## config.mk

```make
export PLATFORM = sky130hd
export DESIGN_NAME = thsp_top
export DESIGN_NICKNAME = d
export VERILOG_FILES = /design/src/thsp_pkg.sv /design/src/thsp_top.sv /design/src/thsp_fifo.sv
export SDC_FILE = /design/constraint.sdc
export NUM_CORES = 1
export LEC_CHECK = 0
export ABC_CLOCK_PERIOD_IN_PS = 16900
export BUFFER_PORTS_ARGS = -buffer_cell sky130_fd_sc_hd__buf_2
export CAP_MARGIN = 10
export CELL_PAD_IN_SITES_DETAIL_PLACEMENT = 0
export CELL_PAD_IN_SITES_GLOBAL_PLACEMENT = 1
export CORE_AREA = 8 8 203 156
export DETAILED_ROUTE_END_ITERATION = 6
export DIE_AREA = 0 0 211 164
export GPL_TIMING_DRIVEN = 1
export PLACE_DENSITY_LB_ADDON = 0.1
export SYNTH_ARGS = -nofsm -noshare
export SYNTH_HDL_FRONTEND = slang
export SYNTH_SLANG_ARGS = --single-unit
```

## constraint.sdc

```tcl
create_clock -name clock_i -period 16.9 [get_ports clock_i]
set_input_delay 0.845 -clock clock_i [delete_from_list [all_inputs] [get_ports clock_i]]
set_output_delay 0.845 -clock clock_i [all_outputs]
set_load 0.02 [all_outputs]
```

## src/thsp_pkg.sv

```systemverilog
// package: constants for the touch host serial port
package thsp_pkg;
	localparam logic [6:0] THSP_I2C_ADDR   = 7'h4D;
	localparam logic [7:0] THSP_SPI_FILL   = 8'h4D;
	localparam int         THSP_FIFO_W     = 8;
	localparam int         THSP_FIFO_D     = 32;
	localparam int         THSP_GLITCH_CYC = 2;
	localparam logic [3:0] THSP_ACK_BIT    = 4'h8;
	localparam logic [3:0] THSP_BYTE_LAST  = 4'h7;

	typedef enum logic [2:0] {
		THSP_IDLE, THSP_ADDR, THSP_AACK, THSP_WR, THSP_WACK, THSP_RD,
		THSP_RACK, THSP_SKIP
	} thsp_state_e;
endpackage : thsp_pkg

```

## src/thsp_top.sv

```systemverilog
// file: touch host serial port, i2c or spi slave with data-ready line
`timescale 1ns/1ps
module thsp_top
	import thsp_pkg::*;
(
	// clock, reset, enable
	input  wire logic       clock_i,
	input  wire logic       rstn_i,
	input  wire logic       ce_i,
	// mode and power
	input  wire logic       interface_select_strap_i,
	input  wire logic       sleep_i,
	// shared serial pins
	input  wire logic       serial_clk_i,
	output logic            serial_clk_o,
	output logic            serial_clk_oe_o,
	input  wire logic       shared_data_in_pin_i,
	output logic            shared_data_o,
	output logic            shared_data_oe_o,
	input  wire logic       slave_sel_n_i,
	// spi data out and ready lines
	output logic            serial_output_ready_pin_o,
	output logic            serial_output_ready_pin_oe_o,
	output logic            spi_data_ready_irq_o,
	// report source (touch engine)
	input  wire logic       rpt_valid_i,
	output logic            rpt_ready_o,
	input  wire logic [7:0] rpt_data_i,
	input  wire logic       rpt_first_i,
	// received command bytes
	output logic            cmd_valid_o,
	output logic [7:0]      cmd_data_o
);
	// ----------------------------------------------------------------
	// reset and input synchronisers
	// ----------------------------------------------------------------
	logic [1:0] rst_sync_reg;
	logic       rst_n;
	always_ff @(posedge clock_i or negedge rstn_i) begin
		if (!rstn_i)
			rst_sync_reg <= 2'b00;
		else
			rst_sync_reg <= {rst_sync_reg[0], 1'b1};
	end
	assign rst_n = rst_sync_reg[1];

	logic [3:0] s1_reg, s2_reg;
	always_ff @(posedge clock_i or negedge rst_n) begin
		if (!rst_n) begin
			s1_reg <= 4'hF;
			s2_reg <= 4'hF;
		end else if (ce_i) begin
			s1_reg <= {slave_sel_n_i, interface_select_strap_i,
			           shared_data_in_pin_i, serial_clk_i};
			s2_reg <= s1_reg;
		end
	end

	// glitch filter: level kept until stable for a few cycles
	logic [1:0] flt_reg, flt_next;
	logic [1:0] fcnt_reg [2];
	logic [1:0] fcnt_next [2];
	always_comb begin
		for (int i = 0; i < 2; i++) begin
			flt_next[i]  = flt_reg[i];
			fcnt_next[i] = '0;
			if (s2_reg[i] != flt_reg[i]) begin
				fcnt_next[i] = fcnt_reg[i] + 1'b1;
				if (fcnt_reg[i] == 2'(THSP_GLITCH_CYC)) begin
					flt_next[i]  = s2_reg[i];
					fcnt_next[i] = '0;
				end
			end
		end
	end
	always_ff @(posedge clock_i or negedge rst_n) begin
		if (!rst_n) begin
			flt_reg     <= 2'b11;
			fcnt_reg[0] <= '0;
			fcnt_reg[1] <= '0;
		end else if (ce_i) begin
			flt_reg  <= flt_next;
			fcnt_reg <= fcnt_next;
		end
	end

	logic scl, sda, scl_d_reg, sda_d_reg, spi_mode, ss_n;
	assign scl = flt_reg[0];
	assign sda = flt_reg[1];
	assign spi_mode = s2_reg[2];
	assign ss_n     = s2_reg[3];
	always_ff @(posedge clock_i or negedge rst_n) begin
		if (!rst_n) begin
			scl_d_reg <= 1'b1;
			sda_d_reg <= 1'b1;
		end else if (ce_i) begin
			scl_d_reg <= scl;
			sda_d_reg <= sda;
		end
	end
	logic scl_rise, scl_fall, i2c_start, i2c_stop;
	assign scl_rise  = scl & ~scl_d_reg;
	assign scl_fall  = ~scl & scl_d_reg;
	// start/stop seen only in i2c mode, data edge while clock high
	assign i2c_start = ~spi_mode & scl & scl_d_reg & sda_d_reg & ~sda;
	assign i2c_stop  = ~spi_mode & scl & scl_d_reg & ~sda_d_reg & sda;

	// ----------------------------------------------------------------
	// pending report buffer
	// ----------------------------------------------------------------
	logic       fifo_rvalid, fifo_pop, flush;
	logic [7:0] fifo_rdata;
	assign flush = sleep_i;
	thsp_fifo #(
		.W (THSP_FIFO_W),
		.D (THSP_FIFO_D)
	) u_fifo (
		.clock_i  (clock_i),
		.rst_n_i  (rst_n),
		.ce_i     (ce_i),
		.flush_i  (flush),
		.wvalid_i (rpt_valid_i),
		.wready_o (rpt_ready_o),
		.wdata_i  (rpt_data_i),
		.rvalid_o (fifo_rvalid),
		.rready_i (fifo_pop),
		.rdata_o  (fifo_rdata)
	);

	// ----------------------------------------------------------------
	// serial engine, shared by both modes
	// ----------------------------------------------------------------
	thsp_state_e st_reg, st_next;
	logic [7:0]  sh_reg, sh_next, tx_reg, tx_next;
	logic [3:0]  bit_reg, bit_next;
	logic        drv_reg, drv_next, hold_reg, hold_next;
	logic        rdy_reg, rdy_next, cv_reg, cv_next;
	logic [7:0]  cd_reg, cd_next;
	logic [7:0]  load;

	assign load = fifo_rvalid ? fifo_rdata : THSP_SPI_FILL;

	always_comb begin
		st_next   = st_reg;
		sh_next   = sh_reg;
		tx_next   = tx_reg;
		bit_next  = bit_reg;
		drv_next  = drv_reg;
		hold_next = 1'b0;
		rdy_next  = rdy_reg;
		cv_next   = 1'b0;
		cd_next   = cd_reg;
		fifo_pop  = 1'b0;
		if (spi_mode) begin
			drv_next = 1'b0;
			st_next  = THSP_IDLE;
			if (ss_n) begin
				bit_next = '0;
				tx_next  = load;
			end else if (scl_rise) begin
				sh_next  = {sh_reg[6:0], sda};
				bit_next = bit_reg + 1'b1;
				if (bit_reg == THSP_BYTE_LAST) begin
					cv_next  = 1'b1;
					cd_next  = {sh_reg[6:0], sda};
					fifo_pop = fifo_rvalid;
					if (fifo_rvalid)
						rdy_next = 1'b0;
				end
			end else if (scl_fall) begin
				// shift out msb first on falling edge
				if (bit_reg == THSP_ACK_BIT) begin
					bit_next = '0;
					tx_next  = load;
				end else begin
					tx_next = {tx_reg[6:0], 1'b0};
				end
			end
		end else if (i2c_start) begin
			st_next  = THSP_ADDR;
			bit_next = '0;
			drv_next = 1'b0;
		end else if (i2c_stop) begin
			st_next  = THSP_IDLE;
			drv_next = 1'b0;
		end else begin
			unique case (st_reg)
			THSP_IDLE, THSP_SKIP: drv_next = 1'b0;
			THSP_ADDR, THSP_WR: begin
				// address and write data on rising edges
				if (scl_rise) begin
					sh_next  = {sh_reg[6:0], sda};
					bit_next = bit_reg + 1'b1;
				end
				if (scl_fall && bit_reg == THSP_ACK_BIT) begin
					bit_next = '0;
					if (st_reg == THSP_ADDR) begin
						if (sh_reg[7:1] == THSP_I2C_ADDR) begin
							drv_next = 1'b1;
							st_next  = THSP_AACK;
						end else begin
							st_next = THSP_SKIP;
						end
					end else begin
						// ack every data byte, pass it on
						drv_next = 1'b1;
						cv_next  = 1'b1;
						cd_next  = sh_reg;
						st_next  = THSP_WACK;
					end
				end
			end
			THSP_AACK, THSP_WACK, THSP_RACK: begin
				if (scl_fall) begin
					if (st_reg == THSP_RACK && sda) begin
						drv_next = 1'b0;
						st_next  = THSP_SKIP;
					end else if (st_reg == THSP_WACK ||
					             (st_reg == THSP_AACK && !sh_reg[0])) begin
						drv_next = 1'b0;
						st_next  = THSP_WR;
					end else if (!fifo_rvalid && st_reg != THSP_RACK) begin
						// stretch clock until a byte exists
						hold_next = 1'b1;
						st_next   = st_reg;
					end else begin
						// first bit driven after falling edge
						tx_next  = load;
						drv_next = ~load[7];
						fifo_pop = fifo_rvalid;
						if (fifo_rvalid)
							rdy_next = 1'b0;
						st_next  = THSP_RD;
					end
				end else if (st_reg == THSP_AACK && hold_reg &&
				             !fifo_rvalid) begin
					hold_next = 1'b1;
				end else if (st_reg == THSP_AACK && hold_reg) begin
					tx_next  = load;
					drv_next = ~load[7];
					fifo_pop = 1'b1;
					rdy_next = 1'b0;
					st_next  = THSP_RD;
				end
				if (scl_rise && st_reg == THSP_RACK)
					drv_next = 1'b0;
			end
			THSP_RD: begin
				// shift out after each falling edge
				if (scl_fall) begin
					bit_next = bit_reg + 1'b1;
					if (bit_reg == THSP_BYTE_LAST) begin
						bit_next = '0;
						drv_next = 1'b0;
						st_next  = THSP_RACK;
					end else begin
						tx_next  = {tx_reg[6:0], 1'b0};
						drv_next = ~tx_reg[6];
					end
				end
			end
			default: st_next = THSP_IDLE;
			endcase
		end
		// raise ready as a packet arrives; a new packet
		// outranks a pop of the old one in the same cycle
		if (rpt_valid_i & rpt_ready_o & rpt_first_i)
			rdy_next = 1'b1;
		if (flush)
			rdy_next = 1'b0;
	end

	always_ff @(posedge clock_i or negedge rst_n) begin
		if (!rst_n) begin
			st_reg   <= THSP_IDLE;
			sh_reg   <= '0;
			tx_reg   <= THSP_SPI_FILL;
			bit_reg  <= '0;
			drv_reg  <= 1'b0;
			hold_reg <= 1'b0;
			rdy_reg  <= 1'b0;
			cv_reg   <= 1'b0;
			cd_reg   <= '0;
		end else if (ce_i) begin
			st_reg   <= st_next;
			sh_reg   <= sh_next;
			tx_reg   <= tx_next;
			bit_reg  <= bit_next;
			drv_reg  <= drv_next;
			hold_reg <= hold_next;
			rdy_reg  <= rdy_next;
			cv_reg   <= cv_next;
			cd_reg   <= cd_next;
		end
	end

	// ----------------------------------------------------------------
	// pin drivers
	// ----------------------------------------------------------------
	// open-drain lines only ever pull low
	assign serial_clk_o     = 1'b0;
	assign serial_clk_oe_o  = hold_reg & ~spi_mode;
	assign shared_data_o    = 1'b0;
	assign shared_data_oe_o = drv_reg & ~spi_mode;
	// i2c: ready flag; spi: data, tri-stated if deselected
	assign serial_output_ready_pin_o    = spi_mode ? tx_reg[7] : rdy_reg;
	assign serial_output_ready_pin_oe_o = ~(spi_mode & ss_n);
	assign spi_data_ready_irq_o = spi_mode & rdy_reg;
	assign cmd_valid_o = cv_reg;
	assign cmd_data_o  = cd_reg;
endmodule : thsp_top

```

## src/thsp_fifo.sv

```systemverilog
// file: parameterised flip-flop fifo with valid/ready on both sides
`timescale 1ns/1ps
module thsp_fifo #(
	parameter int W = 8,
	parameter int D = 32
) (
	// clock and reset
	input  wire logic         clock_i,
	input  wire logic         rst_n_i,
	input  wire logic         ce_i,
	input  wire logic         flush_i,
	// write side
	input  wire logic         wvalid_i,
	output logic              wready_o,
	input  wire logic [W-1:0] wdata_i,
	// read side
	output logic              rvalid_o,
	input  wire logic         rready_i,
	output logic [W-1:0]      rdata_o
);
	localparam int AW = $clog2(D);

	logic [W-1:0] mem_reg [D];
	logic [W-1:0] mem_next [D];
	logic [AW-1:0] wp_reg, wp_next, rp_reg, rp_next;
	logic [AW:0]   cnt_reg, cnt_next;
	logic          wr, rd;

	assign wready_o = (cnt_reg != (AW+1)'(D));
	assign rvalid_o = (cnt_reg != '0);
	assign rdata_o  = mem_reg[rp_reg];
	assign wr       = wvalid_i & wready_o;
	assign rd       = rready_i & rvalid_o;

	// next pointers and storage
	always_comb begin
		mem_next = mem_reg;
		wp_next  = wp_reg;
		rp_next  = rp_reg;
		cnt_next = cnt_reg;
		if (flush_i) begin
			wp_next  = '0;
			rp_next  = '0;
			cnt_next = '0;
		end else begin
			if (wr) begin
				mem_next[wp_reg] = wdata_i;
				wp_next = (wp_reg == AW'(D-1)) ? '0 : wp_reg + 1'b1;
			end
			if (rd)
				rp_next = (rp_reg == AW'(D-1)) ? '0 : rp_reg + 1'b1;
			if (wr & ~rd)
				cnt_next = cnt_reg + 1'b1;
			else if (rd & ~wr)
				cnt_next = cnt_reg - 1'b1;
		end
	end

	always_ff @(posedge clock_i or negedge rst_n_i) begin
		if (!rst_n_i) begin
			for (int i = 0; i < D; i++)
				mem_reg[i] <= '0;
			wp_reg  <= '0;
			rp_reg  <= '0;
			cnt_reg <= '0;
		end else if (ce_i) begin
			mem_reg <= mem_next;
			wp_reg  <= wp_next;
			rp_reg  <= rp_next;
			cnt_reg <= cnt_next;
		end
	end
endmodule : thsp_fifo

```

==> impl_metrics.toml <==
[status]
status = "completed"

[timing]
rsz0062_at_grt = "false"
finalCritPeriodShare = 0.227
finalCriticalPeriod_ns = 3.84
finalClockSkew_ns = 0.0146
slew_headroom = 0.254
tightest_slew_ns = 1.12
setup_viol = 0
max_freq_mhz = 260
drv_slew = 0
finalHoldViolations = 0
fin_tns_setup_ns = 0

[power_and_ir_drop]
clkPwrFrac = 0.328
p_leak_nw = 8.53
switchingPower_mw = 0.713
p_comb_frac = 0.240
p_seq_frac = 0.432
power_density_nw_per_um2 = 132
ir_drop_mv = 0.0804
p_int_mw = 1.59
switching_share = 0.310

[setup_path]
crit_path_cell_trace = "nor2b_1 > and3_1 > and2_0 > a311o_1 > ha_1 > a21o_1 > a21oi_1 > o21ai_0 > or4_1 > mux2i_1 > a2111o_1"
cp_max_fo = 28
cp.arrival_ns = 4.29
start_kind = "register"
max_stage_delay_ns = 0.91
critPathKind = "register to register"
slowest_stage = "dfstp_2"
cp_num_buf_inv = 0
cp-end-kind = "register"
critPathTopFamily = "simple AND/OR/NAND/NOR gates"
required_ns = 17.34

[cells_and_area]
fillCellCount = 2204
area_growth_pct = 9.34
largest_register_ffs = 256
antenna_cells = 0
drive_gt1_frac = 0.439
instances_no_fill = 1556
final_core_utilization = 0.611
multi_input_area_um2 = 7350
fin_nets = 1175
final-seq-area_um2 = 8160
fin_area_um2 = 17500

[drt]
vias_per_cell = 6.10
drt_iter0_drc = 659
drt_first_pass_iters = 5
routedWlPerCell_um = 23.0
drc = 0
ant_nets = 0
num_vias = 9497
drt-total-wl_um = 35700

[logic_synthesis]
synth-xor-area-share = 0.00329
synth_top_cell_by_area = "dfrtp_1"
synth-async-reset-ratio = 1.00
synth.area.mux_share = 0.318
ys_top_cells_by_area = "dfrtp_1, mux2_2, mux4_2"
synth_area_um2 = 16000
synth_edf_count = 0
synth_cell_types = 74
synth-simple-area-share = 0.0714
synthAdderAreaFrac = 0.0130
yosysSeqAreaShare = 0.511
synth_cells = 1146
synth_top_family_by_area = "multiplexers"
ys_warn_count = 0
synth_seq_cells = 325
synth_compound_area_frac = 0.0538
yosysMostFrequentCell = "dfrtp_1"
yosys_most_used_dff = "dfrtp_1"
yosys.area.top_type_share = 0.484
synthTopCellsByCount = "dfrtp_1, mux2_2, mux4_2, clkbuf_1, nand2_1"
synth_area_per_cell_um2 = 13.9

[clocking]
post_cts_buffers = 0
insertion_delay_ns = 0.52
root_buffer = "clkbuf_16"
clk_path_buf_depth = 3
cts_tree = "done"
cts_resized = 0
cts.clk_slew.worst_paths_ns = 0.06
cts_max_level = 2
cts_buffers = 34
cts.sinks = 325
postCtsHoldBufs = 0

[global_routing]
grt_pass1_wl_um = 57400
antenna_found_initial = 1
overflow = 0
grt_max_degree = 185
first_global_vias = 9482
track_usage = 0.214

[floorplanning]
ios = 35
die_h_um = 164
start_util = 0.559
die_area_um2 = 34600
rows = 54
fp.dieW_um = 211
fp.coreArea_um2 = 28600

[placed_design]
port_buffers = 32
dp_cells = 1497
place_area_um2 = 16300
dp_hpwl_um = 22900
finalWeightedCongestion = 0.810

[job]
drv_cap = 0

[hold_path]
min_path_type = "input port to async pin"
==> metal layers <==
metal | part of all wire | track usage | vias up
met4 | 0.014 | 0.0479 | 0
met1 | 0.50 | 0.337 | 5016
met3 | 0.052 | 0.0391 | 38
met2 | 0.43 | 0.302 | 199
li1 | - | - | 4244
met5 | 0 | 0 | -
==> layout make-up <==
cell class              instances  area share
well taps                     392      0.0281
multi-input cells             717       0.421
clock buffers                  49      0.0591
clock inverters                10     0.00595
inverters                      25     0.00538
repair buffers                 38      0.0125
flip-flops and latches        325       0.468
==> worst reg2reg max path, cell delays in order (launching register included) <==
cell and delay (ns):
dfstp_2 0.91, nor2b_1 0.57, and3_1 0.28, and2_0 0.14, a311o_1 0.34, ha_1 0.30
a21o_1 0.17, a21oi_1 0.20, o21ai_0 0.19, or4_1 0.42, mux2i_1 0.14, a2111o_1 0.13
==> cell usage in the layout, fill, tap and decap left out, types with 23 or more instances in the layout <==
cell / instances
mux2i_1: 23
buf_2: 32
nor2_1: 30
inv_1: 25
o21ai_0: 29
mux2_2: 279
nand2_1: 51
dfrtp_1: 306
nand2_4: 24
clkbuf_16: 37
mux4_2: 76
==> power groups by stage <==
stage | Clock (mW) | Sequential (mW) | Combinational [mW]
final | 0.756 | 0.995 | 0.552
after global routing | 0.811 | 1.01 | 0.608
after detailed placement | 0 | 1.01 | 0.554
after floorplan | 0 | 0.940 | 0.466
after global placement | 0 | 1.00 | 0.551
after CTS | 0.780 | 0.994 | 0.556
==> cell families after synthesis <==
logic type,Yosys count
other cells,2
buf+inv,105
simple gates,191
flops,325
compound gates,123
fa+ha+maj,16
mux,378
xor+xnor,6
==> worst paths after layout <==
path,start,end,slack (ns),cells past startpoint
max,s2_reg[2]$_DFFE_PN1P_,u_fifo.cnt_reg[5]$_DFFE_PN0P_,13.06,11
min,rstn_i,rst_sync_reg[1]$_DFF_PN0_,0.11,1
max reg2reg,s2_reg[2]$_DFFE_PN1P_,u_fifo.cnt_reg[5]$_DFFE_PN0P_,13.06,11
min reg2reg,rst_sync_reg[0]$_DFF_PN0_,rst_sync_reg[1]$_DFF_PN0_,0.36,0
max in group asynchronous,rst_sync_reg[1]$_DFF_PN0_,u_fifo.mem_reg[230]$_DFFE_PN0P_,14.06,2
min in group clock_i,rst_sync_reg[0]$_DFF_PN0_,rst_sync_reg[1]$_DFF_PN0_,0.36,0
==> metrics by stage <==
step           setup WS [ns]  hold slack, ns  total power [mW]
2_1_floorplan           7.20           0.331              1.41
3_3_place_gp           13.01           0.344              1.56
3_5_place_dp           12.93           0.336              1.56
4_1_cts                13.09          0.0785              2.33
5_1_grt                12.74          0.0924              2.43
6_report               13.06           0.107              2.30
Note: power is estimated with default switching activity, not from simulation.
